<file path="src/rs_pkg.sv">
/*
 * Constants shared by the repeated start sequencer and its baud counter.
 * Assumes a single clock domain and a synchronous active-low reset.
 */
package rs_pkg;
    // -------------------------------------------------------------------
    // Control and status bit positions and baud reload widths
    // -------------------------------------------------------------------
    localparam int REPEATED_START_BIT = 1;
    localparam int START_SEEN_BIT     = 3;
    localparam int CTRL_LOW_BITS      = 5;
    localparam int SHORT_RELOAD_MSB   = 5;
    localparam int RELOAD_WIDTH       = 7;

    // -------------------------------------------------------------------
    // Values after reset
    // -------------------------------------------------------------------
    localparam logic [7:0] CONTROL_RESET = 8'h00;
    localparam logic [7:0] STATUS_RESET  = 8'h00;
    localparam logic [7:0] BUFFER_RESET  = 8'h00;

    // -------------------------------------------------------------------
    // Sequencer states
    // -------------------------------------------------------------------
    typedef enum logic [2:0] {
        ST_IDLE,
        ST_SCL_LOW,
        ST_SDA_HIGH,
        ST_SCL_RISE,
        ST_BOTH_HIGH,
        ST_SDA_LOW
    } rs_state_t;
endpackage

</file>
<file path="src/baud_if.sv">
/*
 * Interface between the sequencer and its baud rate counter.
 * Assumes both ends share one clock.
 */
`timescale 1ns/1ps
interface baud_if;
    logic       load;
    logic [6:0] reload;
    logic       timeout;
    logic       busy;

    modport ctrl (output load, output reload, input timeout, input busy);
    modport gen  (input load, input reload, output timeout, output busy);
endinterface

</file>
<file path="src/baud_counter.sv">
/*
 * Reloadable down counter that times one baud period.
 * Assumes load is a one-cycle pulse from the sequencer on the same clock.
 */
`timescale 1ns/1ps
module baud_counter
    import rs_pkg::*;
(
    // Clock and reset
    input  wire logic clock,
    input  wire logic rst_b,
    input  wire logic clock_enable,
    // Sequencer side
    baud_if.gen       bif
);
    logic [6:0] count;

    // A reload of zero still lasts one cycle, so a period is reload+1 cycles.
    always_ff @(posedge clock)
    begin
        if (!rst_b)
        begin
            count       <= 7'h00;
            bif.busy    <= 1'b0;
            bif.timeout <= 1'b0;
        end
        else if (clock_enable)
        begin
            bif.timeout <= 1'b0;
            if (bif.load)
            begin
                count    <= bif.reload;
                bif.busy <= 1'b1;
            end
            else if (bif.busy)
            begin
                if (count == 7'h00)
                begin
                    bif.busy    <= 1'b0;
                    bif.timeout <= 1'b1;
                end
                else
                begin
                    count <= count - 7'h01;
                end
            end
        end
    end
endmodule // baud_counter

</file>
<file path="src/i2c_master_repeated_start.sv">
/*
 * Repeated start sequencer of an I2C master port with collision checks and
 * write blocking while the sequence runs.
 * Assumes bus line inputs are already synchronous to clock; open-drain pads
 * are built outside from the output-enable signals (enable high pulls low).
 */
// What this block does
// [RQ1] Start only on request while idle
// [RQ2] Drive SCL low once requested
// [RQ3] SCL low loads baud from reload 5:0
// [RQ4] Release SDA high one baud period
// [RQ5] Timeout and SDA high releases SCL
// [RQ6] SCL high reloads baud from 6:0
// [RQ7] Both high one period, then SDA low
// [RQ8] Clear request, no reload, keep SDA low
// [RQ9] Set start-seen flag on start detection
// [RQ10] Irq flag after final period expires
// [RQ11] Request during other event is ignored
// [RQ12] Collision: SDA low at rise, early SCL fall
// [RQ13] Software may then load address byte
// [RQ14] Software may then send further eight bits
// [RQ15] Buffer write during sequence sets collision
// [RQ16] Low control bits locked until complete
// [RQ17] Collision aborts, releases lines, goes idle
`timescale 1ns/1ps
module i2c_master_repeated_start
    import rs_pkg::*;
#(
    parameter int DATA_WIDTH = 8
)
(
    // Clock and reset
    input  wire logic                  clock,
    input  wire logic                  rst_b,
    input  wire logic                  clock_enable,
    // Software control
    input  wire logic                  control_write,
    input  wire logic [7:0]            control_wdata,
    input  wire logic                  buffer_write,
    input  wire logic [DATA_WIDTH-1:0] buffer_wdata,
    input  wire logic [RELOAD_WIDTH-1:0] baud_reload_value,
    input  wire logic                  irq_flag_clear,
    input  wire logic                  write_collision_flag_clear,
    input  wire logic                  collision_clear,
    input  wire logic                  other_event_busy,
    // Bus lines
    input  wire logic                  scl_in,
    input  wire logic                  sda_in,
    output logic                       scl_oe,
    output logic                       sda_oe,
    // Status
    output logic [7:0]                 serial_control_two,
    output logic [7:0]                 serial_port_status,
    output logic [DATA_WIDTH-1:0]      transmit_buffer,
    output logic                       serial_port_irq_flag,
    output logic                       write_collision_flag,
    output logic                       bus_collision_flag
);
    rs_state_t state;
    logic      scl_prev;
    logic      sda_prev;
    logic      seq_active;
    logic      start_edge;
    logic      collide;
    logic      finish;
    logic      period_done;

    baud_if bif ();

    baud_counter u_baud (
        .clock        (clock),
        .rst_b        (rst_b),
        .clock_enable (clock_enable),
        .bif          (bif.gen)
    );

    assign seq_active = (state != ST_IDLE);
    assign start_edge = sda_prev && !sda_in && scl_in && scl_prev;
    // A timeout left over from an aborted period can land in the cycle in which a
    // new load is issued. It is ignored there so the new period runs in full.
    assign period_done = bif.timeout && !bif.load;
    assign finish      = (state == ST_SDA_LOW) && period_done;

    // -------------------------------------------------------------------
    // Collision detection
    // -------------------------------------------------------------------
    always_comb
    begin
        collide = 1'b0;
        if (state == ST_SCL_RISE && scl_in && !scl_prev && !sda_in)
            collide = 1'b1; // RQ12
        if ((state == ST_BOTH_HIGH) && !scl_in)
            collide = 1'b1; // RQ12
    end

    // -------------------------------------------------------------------
    // Sequencer and baud loads
    // -------------------------------------------------------------------
    always_ff @(posedge clock)
    begin
        if (!rst_b)
        begin
            state      <= ST_IDLE;
            scl_oe     <= 1'b0;
            sda_oe     <= 1'b0;
            bif.load   <= 1'b0;
            bif.reload <= 7'h00;
            scl_prev   <= 1'b1;
            sda_prev   <= 1'b1;
        end
        else if (clock_enable)
        begin
            scl_prev <= scl_in;
            sda_prev <= sda_in;
            bif.load <= 1'b0;
            if (collide)
            begin
                state  <= ST_IDLE; // RQ17
                scl_oe <= 1'b0;
                sda_oe <= 1'b0;
            end
            else
            begin
                case (state)
                    ST_IDLE:
                    begin
                        if (serial_control_two[REPEATED_START_BIT]) // RQ1
                        begin
                            scl_oe <= 1'b1; // RQ2
                            state  <= ST_SCL_LOW;
                        end
                    end
                    ST_SCL_LOW:
                    begin
                        if (!scl_in)
                        begin
                            bif.reload <= {1'b0, baud_reload_value[SHORT_RELOAD_MSB:0]}; // RQ3
                            bif.load   <= 1'b1;
                            sda_oe     <= 1'b0; // RQ4
                            state      <= ST_SDA_HIGH;
                        end
                    end
                    ST_SDA_HIGH:
                    begin
                        if (period_done && sda_in)
                        begin
                            scl_oe <= 1'b0; // RQ5
                            state  <= ST_SCL_RISE;
                        end
                    end
                    ST_SCL_RISE:
                    begin
                        if (scl_in)
                        begin
                            bif.reload <= baud_reload_value; // RQ6
                            bif.load   <= 1'b1;
                            state      <= ST_BOTH_HIGH;
                        end
                    end
                    ST_BOTH_HIGH:
                    begin
                        if (period_done && sda_in)
                        begin
                            sda_oe     <= 1'b1; // RQ7
                            bif.reload <= baud_reload_value;
                            bif.load   <= 1'b1;
                            state      <= ST_SDA_LOW;
                        end
                    end
                    ST_SDA_LOW:
                    begin
                        // SDA stays driven low and no further reload is issued.
                        if (period_done)
                            state <= ST_IDLE; // RQ8
                    end
                    default:
                    begin
                        state <= ST_IDLE;
                    end
                endcase
            end
        end
    end

    // -------------------------------------------------------------------
    // Second control register
    // -------------------------------------------------------------------
    // Events cannot be queued, so the low bits freeze while a sequence runs.
    always_ff @(posedge clock)
    begin
        if (!rst_b)
            serial_control_two <= CONTROL_RESET;
        else if (clock_enable)
        begin
            if (control_write && !seq_active) // RQ1
            begin
                serial_control_two <= control_wdata; // RQ16
                if (other_event_busy)
                    serial_control_two[REPEATED_START_BIT] <= 1'b0; // RQ11
            end
            else if (control_write)
                serial_control_two[7:CTRL_LOW_BITS] <= control_wdata[7:CTRL_LOW_BITS]; // RQ16
            // The automatic clear comes last, so a same-cycle write keeps its upper bits.
            if (finish || collide)
                serial_control_two[REPEATED_START_BIT] <= 1'b0; // RQ8
        end
    end

    // -------------------------------------------------------------------
    // Status, buffer and flags
    // -------------------------------------------------------------------
    always_ff @(posedge clock)
    begin
        if (!rst_b)
            serial_port_status <= STATUS_RESET;
        else if (clock_enable && start_edge)
            serial_port_status[START_SEEN_BIT] <= 1'b1; // RQ9
    end

    always_ff @(posedge clock)
    begin
        if (!rst_b)
            serial_port_irq_flag <= 1'b0;
        else if (clock_enable)
        begin
            if (finish)
                serial_port_irq_flag <= 1'b1; // RQ10
            else if (irq_flag_clear)
                serial_port_irq_flag <= 1'b0;
        end
    end

    always_ff @(posedge clock)
    begin
        if (!rst_b)
        begin
            transmit_buffer      <= BUFFER_RESET[DATA_WIDTH-1:0];
            write_collision_flag <= 1'b0;
        end
        else if (clock_enable)
        begin
            if (buffer_write && seq_active)
                write_collision_flag <= 1'b1; // RQ15
            else
            begin
                if (write_collision_flag_clear)
                    write_collision_flag <= 1'b0;
                if (buffer_write)
                    transmit_buffer <= buffer_wdata; // RQ13 RQ14
            end
        end
    end

    always_ff @(posedge clock)
    begin
        if (!rst_b)
            bus_collision_flag <= 1'b0;
        else if (clock_enable)
        begin
            if (collide)
                bus_collision_flag <= 1'b1; // RQ12
            else if (collision_clear)
                bus_collision_flag <= 1'b0;
        end
    end
endmodule // i2c_master_repeated_start

</file>
<file path="config.mk">
export PLATFORM = sky130hd
export DESIGN_NAME = i2c_master_repeated_start
export DESIGN_NICKNAME = d
export VERILOG_FILES = /design/src/rs_pkg.sv /design/src/baud_if.sv /design/src/baud_counter.sv /design/src/i2c_master_repeated_start.sv
export SDC_FILE = /design/constraint.sdc
export NUM_CORES = 1
export LEC_CHECK = 0
export ABC_AREA = 1
export BUFFER_PORTS_ARGS = -buffer_cell sky130_fd_sc_hd__buf_2
export CORE_ASPECT_RATIO = 1.1
export CORE_MARGIN = 10
export CORE_UTILIZATION = 55
export DETAILED_ROUTE_END_ITERATION = 8
export GPL_ROUTABILITY_DRIVEN = 0
export PLACE_DENSITY_LB_ADDON = 0.3
export REMOVE_ABC_BUFFERS = 1
export SLEW_MARGIN = 20
export SYNTH_ARGS = -nofsm -noshare
export SYNTH_HDL_FRONTEND = slang
export SYNTH_SLANG_ARGS = --single-unit
</file>
<file path="constraint.sdc">
create_clock -name clock -period 3.53 [get_ports clock]
set_input_delay 0.353 -clock clock [delete_from_list [all_inputs] [get_ports clock]]
set_output_delay 0.353 -clock clock [all_outputs]
set_load 0.03 [all_outputs]
</file>
* Yosys cells after proc, flatten, opt, wreduce, memory -nomap -nowiden *
Index checks and enable logic that the tools add are counted.

cells by class
  add/subtract/negate cells = 1
  multiply operators = 0
  div/mod/pow operators = 0
  magnitude comparators = 0
  eq/ne operators = 15
  shift-type cells = 0
  multiplexer cells = 47
  bitwise gates (word level) = 2
  reductions and logical operators = 43

operator list
  operator                                               count
  two-way mux 7 bit                                      6
  two-way mux 3 bit                                      9
  two-way mux 1 bit                                      26
  case mux 7 bit (3 select lines)                        1
  case mux 3 bit (6 select lines)                        1
  inequality test 3 bit, second input constant           5
  logical AND 1 bit                                      13
  AND reduction 2 bit                                    6
  nonzero test 2 bit                                     6
  nonzero test 3 bit                                     4
  AND reduction 4 bit                                    2
  zero test 7 bit                                        1
  AND reduction 7 bit                                    1
  subtractor 7 x 1 -> 7 bit, second input constant       1
  equality test 3 x 2 -> 1 bit, second input constant    2
  equality test 3 bit, second input constant             2
  inequality test 2 bit, second input constant           3
  AND reduction 3 bit                                    2
  AND reduction 6 bit                                    1
  zero test 1 bit                                        5
  case mux 1 bit (2 select lines)                        2
  equality test 3 x 1 -> 1 bit, second input constant    1
  zero test 3 bit                                        1
  inequality test 3 x 2 -> 1 bit, second input constant  1
  other kinds (5)                                        6

storage, ports and cells
  register bits = 44
  bits in latches = 0
  memory bits (writable) = 0
  bits in read-only memories = 0
  input bits = 34
  output and inout bits = 29
  word-level logic and storage cells = 126
  memories kept = 0

* Longest topological paths before layout *
Gate-level depths: netlist (run 1).

  depth in word-level cells = 9
  depth in mapped cells = 11
  gate-level depth less buffers = 9

* Hierarchy *
From an unflattened synthesis (run 1), not the netlist that was laid out.

second synthesis, totals
  cell total of the unflattened synthesis = 327
  area total of the unflattened synthesis = 2,324.7 µm²

modules (own cells, without submodules)
  module                     times used  cells each  area each (µm²)  seq. area each (µm²)
  i2c_master_repeated_start  1           242         1,755.4          700.7
  baud_counter               1           85          569.3            180.2

* Worst setup path before layout (run 1) *
No wires, ideal clock.

  kind = register to register
  start point = reg u_baud.count[0]
  end point = reg u_baud.count[3]
  setup time = 112 ps
  data arrival time = 1,247 ps
  required time = 3,418 ps
  path slack = 2,171 ps
  stages on the path, launching flop included = 10
  path buffers = 0
  period minus slack after synthesis = 1,359 ps
  cell sequence = dfxtp_1 > inv_1 > ha_1 > nand3_1 > nor2_1 > nand3_1 > nand2_2 > nand2_1 > nand2_1 > nor2_1

on the way
  cells in the longest elaborated chain, start to end = 4
  elaborated cells between the ends (all ways) = 7
  classes of those cells = add/sub: 1; eq/ne: 1; mux: 3; reduce/logical: 2

RTL lines
  item                       line                text
  from (decl)                baud_counter.sv:16  logic [6:0] count;
  from (signal assigned)     baud_counter.sv:32  count <= bif.reload;
  from (signal assigned)     baud_counter.sv:44  count <= count - 7'h01;
  subtractor 7 x 1 -> 7 bit  baud_counter.sv:44
  two-way mux 7 bit          baud_counter.sv:37  if (count == 7'h00)
  two-way mux 7 bit          baud_counter.sv:35  else if (bif.busy)
  two-way mux 7 bit          baud_counter.sv:30  if (bif.load)

Parallel ways exist; a longest one is shown, timed or not. The select of a mux whose other input is x is not followed.
A chain may end at the register's enable or synchronous reset.

* Worst setup path after layout (run 1) *
  start point = reg state[0]
  end point = reg serial_control_two[1]

on the way
  cells in the longest elaborated chain, start to end = 9
  elaborated cells between the ends (all ways) = 17
  classes of those cells = eq/ne: 3; mux: 3; reduce/logical: 11

RTL lines
  item                             line                              text
  from (decl)                      i2c_master_repeated_start.sv:59   rs_state_t state;
  from (signal assigned)           i2c_master_repeated_start.sv:103  state <= ST_IDLE;
  from (signal assigned)           i2c_master_repeated_start.sv:118  state <= ST_IDLE;
  from (signal assigned)           i2c_master_repeated_start.sv:130  state <= ST_SCL_LOW;
  equality test 3 x 2 -> 1 bit     i2c_master_repeated_start.sv:90   if (state == ST_SCL_RISE && scl_in && !scl_prev && !sda_in)
  logical AND 1 bit (3 in a row)   i2c_master_repeated_start.sv:90
  two-way mux 1 bit                i2c_master_repeated_start.sv:90
  two-way mux 1 bit                i2c_master_repeated_start.sv:92   if ((state == ST_BOTH_HIGH) && !scl_in)
  logical OR 1 bit                 i2c_master_repeated_start.sv:204  if (finish || collide)
  nonzero test 2 bit (no line)     n/a
  AND reduction 2 bit (no line)    n/a
  to (signal assigned)             i2c_master_repeated_start.sv:197  serial_control_two <= control_wdata;
  to (signal, indexed assignment)  i2c_master_repeated_start.sv:202  serial_control_two[7:CTRL_LOW_BITS] <= control_wdata[7:CTRL_LOW_BITS];
  to (decl)                        i2c_master_repeated_start.sv:52   output logic [7:0] serial_control_two,

Parallel ways exist; a longest one is shown, timed or not.

==> key figures, run 1 <==
Floorplanning
  • Die height: 88.7 um
  • Die span in x: 82.5 um
  • IO Count: 63
  • Cell Rows: 24
  • Area of the core: 4050 um^2
  • Die area: 7310 um^2
  • Initial core utilization: 58.2%

Layout
  • Fin area: 2660 um^2
  • Layout area overhead: 12.8%
  • Multi-input logic area: 1220 um^2
  • Diodes inserted: 0
  • Fraction of layout cells with a size suffix above 1: 24.6%
  • Fin nets: 425
  • Sequential Area: 881 um^2
  • # fillers: 388

Worst setup path
  • Crit end category: flip-flop
  • Worst-path maximum fanout: 15
  • Critical path type: reg -> reg
  • FF-to-FF End: serial_control_two[1]
  • Worst Reg-to-Reg Cells: 6
  • Worst EP required: 3.72 ns
  • Worst r2r src: state[0]
  • Reg2Reg Setup Slack: 1.76 ns
  • Critical Path Start Type: flip-flop
  • Worst endpoint data arrival time: 1.96 ns

Clock tree
  • Clk slew on worst S/H paths: 0.09 ns
  • Clk_lat worst skew: 0.30 ns
  • CTS tree: built
  • Total CTS buffers: 5
  • Setup Fix Bufs, Post-CTS: 0
  • CTS resizes: 0
  • Root buffer cell: clkbuf_8
  • Clock sink count: 44
  • CTS H-tree depth: 2
  • Hold-fix buffers, CTS: 0
  • Buffer depth of the longest clock path: 2

Global route
  • Largest net degree at the start of global routing: 24
  • Initial antenna violation count: 0
  • Total GRT Usage: 15.1%
  • Vias in the first global route: 2087
  • First-pass GRT wire length: 8980 um
  • Grt ovf: 0

Route
  • Drt wl/cell: 12.3 um
  • Drc violations: 0
  • Pre-antenna DRT Iters: 4
  • Vias per cell: 5.03
  • Post-route ant nets: 0
  • DRT iter0 DRCs: 171
  • Via count: 2222
  • Final WL: 5460 um

Flow run
  • Max Cap Viol: 0

Hold path
  • Worst hold path depth: 3
  • Hold_sp: buffer_wdata[3]
  • Hold Crit Class: in -> reg
  • Worst Hold End: transmit_buffer[3]

Outcome
  • Status: completed

Synthesis
  • Yosys warnings: 0
  • Post-Syn Instances: 340
  • Sequential element share of the synthesized area: 37.3%
  • FF+latch count, synth: 44
  • Netlist cell types: 28
  • Mapped Area: 2360 um^2
  • Avg Inst Size Synth: 6.94 um^2

STA
  • Slew Limit Fails: 0
  • Clock skew: 0.00813 ns
  • RSZ-0062 raised after global routing: no
  • Hold Fails Final Rpt: 0
  • Slew headroom: 50.9%
  • Setup violations, final: 0
  • Min Tclk post-route: 1.77 ns
  • Slew @ Worst Pin: 0.736 ns
  • Setup TNS Final: 0 ns
  • Tcrit/Tclk final: 50.1%
  • FMAX: 566 MHz
  • Hold_ws: 0.316 ns

Power and ir drop
  • Pwr Density: 504 nW/um^2
  • Total power: 1340 uW
  • Worst vdd rail ir drop: 419 uV
  • Static Leak: 0.00126 uW

Placement
  • Post-DP HPWL: 4240 um
  • PortBufs: 55
  • Area after DPL: 2580 um^2
==> cell families after synthesis <==
group | synth area share [%]
xor+xnor | 0.371
simple gates | 38.9
other cells | 0.159
fa+ha+maj | 0.530
buf+inv | 11.9
compound gates | 10.8
flops | 37.3
==> registers in the layout, summed over array words and instances, names as in the netlist <==
signal,cells
bif.load,1
bif.reload,7
bus_collision_flag,1
scl_oe,1
scl_prev,1
sda_oe,1
sda_prev,1
serial_control_two,8
serial_port_irq_flag,1
serial_port_status,1
state,3
transmit_buffer,8
u_baud.bif.busy,1
u_baud.bif.timeout,1
u_baud.count,7
write_collision_flag,1
==> where the power goes <==
part | internal, uW | switching (uW)
clock | 134 | 169
combinational | 136 | 316
sequential | 542 | 45.1
total | 812 | 530
==> metal layers <==
metal	wire length (um)	global-route usage (%)	vias up
met4	93	5.88	0
met5	0	0	-
li1	-	-	1171
met1	2230	16.6	1000
met2	2910	27.0	43
met3	225	3.75	8
==> metrics by stage <==
step / cells / util, % / setup slack [ns]
after global placement: 435 / 63.7 / 1.79
after CTS: 442 / 65.7 / 1.78
after floorplan: 328 / - / 2.12
after global routing: 442 / 65.7 / 1.54
after detailed placement: 435 / 63.7 / 1.79
final: 442 / 65.7 / 1.76
==> worst max path at each step <==
stage	start	endpoint	slack, ns	cells past startpoint
3_3_place_gp	state[0]	serial_control_two[1]	1.79	6
2_1_floorplan	state[0]	serial_control_two[1]	2.12	6
5_1_grt	state[0]	transmit_buffer[7]	1.54	6
3_5_place_dp	state[0]	serial_control_two[1]	1.79	6
4_1_cts	state[0]	serial_control_two[1]	1.78	6
6_report	state[0]	serial_control_two[1]	1.76	6
==> layout make-up <==
type                       instances  share of cell area [%]
sequential                        44                    33.1
inverter                          37                    5.22
clock inverter                     2                   0.470
timing repair buffer              55                    10.3
clock buffer                       5                    2.58
multi-input combinational        247                    45.9
tap                               52                    2.44
==> worst max-delay path, cell delays in order, from the launching register on <==
cell	delay [ns]
dfxtp_1	0.42
inv_1	0.14
nand2_1	0.09
nor2_2	0.45
nand2_1	0.27
o211ai_1	0.24
nor2_1	0.05
==> cell usage in the layout (no fill, tap or decap), types with 2 or more instances in the layout <==
cell      Yosys  routed
buf_2         3      55
o211ai_1      2       2
nand3_1      45      45
nor2_2        7       7
nand3_2       3       3
a21oi_1      24      24
inv_2         4       4
nand2_2       5       5
nand2_1      82      82
dfxtp_1      44      44
nand3_4       2       2
a21oi_2       8       8
nor2_1       41      41
nand2_4       3       3
nand4_1       3       3
clkbuf_8      0       5
o21ai_0      10      10
inv_1        32      32
conb_1        1       7
==> Yosys cell counts <==
master,instances,area share (%)
nand3_4,2,1.5
buf_6,1,0.48
a21oi_2,8,3.0
inv_2,4,0.64
clkbuf_1,4,0.64
dfxtp_1,44,37
clkinv_1,1,0.16
nand2_1,82,13
nand3_2,3,1.3
nand2_2,5,1.3
a21oi_1,24,5.1
nand3_1,45,9.5
buf_12,2,1.7
nor2_1,41,6.5
o21ai_0,10,2.1
buf_4,8,2.5
inv_1,32,5.1
buf_2,3,0.64
nand4_1,3,0.80
nor2_8,1,0.85
nor2_4,1,0.48
ha_1,1,0.53
nor2_2,7,1.9
nand3b_1,1,0.32
xor2_1,1,0.37
nand2_4,3,1.4
conb_1,1,0.16
o211ai_1,2,0.64
Note: power is estimated with default switching activity, not from simulation.
==> run 2: changes to the inputs <==
--- a/config.mk
+++ b/config.mk
@@ -5,11 +5,11 @@
 export SDC_FILE = /design/constraint.sdc
 export NUM_CORES = 1
 export LEC_CHECK = 0
-export ABC_AREA = 1
+export ABC_AREA = 0
 export BUFFER_PORTS_ARGS = -buffer_cell sky130_fd_sc_hd__buf_2
 export CORE_ASPECT_RATIO = 1.1
 export CORE_MARGIN = 10
-export CORE_UTILIZATION = 55
+export CORE_UTILIZATION = 51
 export DETAILED_ROUTE_END_ITERATION = 8
 export GPL_ROUTABILITY_DRIVEN = 0
 export PLACE_DENSITY_LB_ADDON = 0.3
==> constraint.sdc (replaced) <==
create_clock -name clock -period 1.7 [get_ports clock]
set_input_delay 0.17 -clock clock [delete_from_list [all_inputs] [get_ports clock]]
set_output_delay 0.17 -clock clock [all_outputs]
set_load 0.03 [all_outputs]
==> run 2 against run 1 <==
Effect of this change:
- the flow now finishes with violations (negative setup slack)
- clock power rose by 130%
- critical path depth did not move
- cell count fell by 14%
- via count fell by 8.1%
- clock skew fell by 0.00081 ns
- synthesized cell count fell by 24%
- non-clock buffer count rose by 24
- highest routed layer unchanged
==> key figures, run 2 <==
Outcome
  • Status: complete, but fails checks
  • Failing checks: negative setup slack

Layout
  • Most common cell after layout, fill and taps aside: buf_2
  • Fin nets: 360
  • Fraction of layout cells with a size suffix above 1: 33.7%
  • Diodes inserted: 0
  • Final core occ: 68.6%
  • Commonest non-fill, non-tap cells in the layout: 55 x buf_2, 40 x dfxtp_1, 35 x nand2_1, 24 x mux2i_1, 23 x buf_4
  • Biggest regs: serial_control_two: 8 flops, transmit_buffer: 8 flops
  • Layout area overhead: 26.7%

Global route
  • Largest net degree at the start of global routing: 21
  • Total GRT Usage: 15.7%
  • First-pass GRT wire length: 9160 um
  • Grt ovf: 0
  • Vias in the first global route: 2031
  • Initial antenna violation count: 0

Synthesis
  • Area contributors post-synth: dfxtp_1 40%, mux2i_1 11%, nand2_1 6.0%
  • Yosys warnings: 0
  • Top_reg_cell synth: dfxtp_1
  • Top-count cell post-synth: dfxtp_1
  • Synth cell count leaders: 44 x dfxtp_1, 35 x nand2_1, 24 x mux2i_1
  • Avg Inst Size Synth: 8.51 um^2
  • FF+latch count, synth: 44
  • EDFF count, synth: 0
  • Post-Syn Instances: 258
  • Sequential element share of the synthesized area: 40.1%
  • Netlist cell types: 49
  • Synth area leader: dfxtp_1
  • Post-synthesis async set-or-reset flop share: 0%
  • Share of the synthesized area in the top cell type: 40.1%
  • Mapped Area: 2200 um^2

STA
  • Min Tclk post-route: 1.81 ns
  • Setup violations, final: 7
  • FMAX: 554 MHz
  • Tcrit/Tclk final: 106%
  • Slew headroom: 62.9%
  • Clock skew: 0.00732 ns
  • Slew Limit Fails: 0
  • RSZ-0062 raised after global routing: yes
  • Hold_ws: 0.102 ns
  • Hold Fails Final Rpt: 0
  • Final worst slack: -0.106 ns
  • Slew @ Worst Pin: 0.548 ns
  • Setup TNS Final: -0.347 ns

Power and ir drop
  • Total power: 2080 uW
  • Worst vdd rail ir drop: 577 uV
  • Static Leak: 0.00122 uW
  • Pwr Density: 749 nW/um^2

Worst setup path
  • Worst endpoint data arrival time: 2.03 ns
  • Worst Path Buf+Inv: 1
  • Worst-path cell chain: inv_2, ha_4, or4b_4, o31a_4, a211o_1, a31oi_1
  • Critical Path Start Type: flip-flop
  • Cell family with most CP delay: compound AO/OA/AOI/OAI gates
  • Max incr delay on CP: 0.49 ns
  • Slowest cell on the critical path: or4b_4
  • Critical path type: reg -> reg
  • Worst EP required: 1.93 ns
  • Worst-path maximum fanout: 5
  • Crit end category: flip-flop

Route
  • Pre-antenna DRT Iters: 5
  • Vias per cell: 5.40
  • Via count: 2042
  • Drt wl/cell: 15.3 um
  • Drc violations: 0
  • DRT iter0 DRCs: 98
  • Post-route ant nets: 0
  • Final WL: 5770 um

Floorplanning
  • Cell Rows: 24
  • Die area: 7330 um^2
  • Die span in x: 82.6 um
  • Initial core utilization: 54.2%
  • Die height: 88.8 um
  • Area of the core: 4050 um^2
  • IO Count: 63

Clock tree
  • Root buffer cell: clkbuf_8
  • Clk slew on worst S/H paths: 0.09 ns
  • Clk_lat worst skew: 0.30 ns
  • CTS H-tree depth: 2
  • CTS tree: built
  • Buffer depth of the longest clock path: 2
  • Total CTS buffers: 5
  • Clock sink count: 44

Flow run
  • Max Cap Viol: 0

Placement
  • Post-DP HPWL: 4320 um
  • PortBufs: 55

Hold path
  • Hold Crit Class: in -> reg
-- run 2: cell types whose count changed after synthesis, moves of 5 or more --
cell      before  now
a21oi_1       24    8
a21oi_2        8    0
clkbuf_1       4   13
inv_1         32    9
mux2i_1        0   24
nand2_1       82   35
nand2_2        5    0
nand3_1       45   13
nor2_1        41   22
nor2_2         7    2
nor2b_1        0    5
nor3_1         0    8
-- run 2: per-stage QoR --
stage               std cells  area [um^2]  setup slack [ns]
global route              378         2780            -0.187
global placement          368         2610           -0.0637
CTS                       378         2760           -0.0950
finish                    378         2780            -0.106
floorplan                 239         2090            -0.111
detailed placement        368         2610            -0.132
-- run 2: cells by family (layout without fill, tap and decap cells) --
family | count (synthesis) | count (layout) | synth area share [%]
other | 1 | 7 | 0.171
DFF | 44 | 44 | 40.1
and+or+nand+nor | 107 | 107 | 24.2
AOI/OAI and AO/OA | 46 | 46 | 16.1
adders and majority gates | 1 | 1 | 0.570
muxes | 24 | 24 | 10.9
buffers and inverters | 34 | 96 | 7.52
xor gates and xnor gates | 1 | 1 | 0.399
-- run 2: what timing repair did --
action                     CTS  global route
buffers inserted             2             0
pin swaps                    3             3
hold buffers                 0             0
setup endpoints to repair    6            17
resized for setup           13             5
-- run 2: metal layers --
metal | global-route usage [%] | part of all wire, % | vias to the layer above
met1 | 17.0 | 38 | 945
met5 | 0 | 0 | -
met3 | 4.97 | 6.7 | 11
met4 | 6.85 | 2.1 | 0
li1 | - | - | 1022
met2 | 27.3 | 54 | 64
-- run 2: area by class of cell --
cell class / instances / area, um^2
fillers: 360 / 1270
multi-input cells: 186 / 1230
flip-flops and latches: 44 / 886
repair buffers: 79 / 468
clock buffers: 6 / 82.6
well taps: 52 / 65.1
inverters: 9 / 33.8
clock inverters: 2 / 15.0
-- run 2: report_power, final --
| part | total (uW) | internal [uW] | switching, uW |
|---|---|---|---|
| registers | 1080 | 1060 | 16.8 |
| logic | 304 | 112 | 191 |
| clock network | 701 | 329 | 372 |
| total | 2080 | 1500 | 580 |
-- run 2: path summary, 6_finish.rpt --
path / slack [ns] / cells past startpoint / startpoint / to
setup / recovery: -0.11 / 6 / u_baud.count[0] / u_baud.count[3]
setup reg to reg: -0.11 / 6 / u_baud.count[0] / u_baud.count[3]
hold reg to reg: 0.46 / 2 / serial_control_two[6] / serial_control_two[6]
hold / removal: 0.10 / 3 / control_wdata[0] / serial_control_two[0]
-- run 2: worst min-delay path: cells and delay by family --
family,cells,cell delay (ns)
AND/OR/NAND/NOR,1,0.07
multiplexers,1,0.06
buffers and inverters,1,0.07
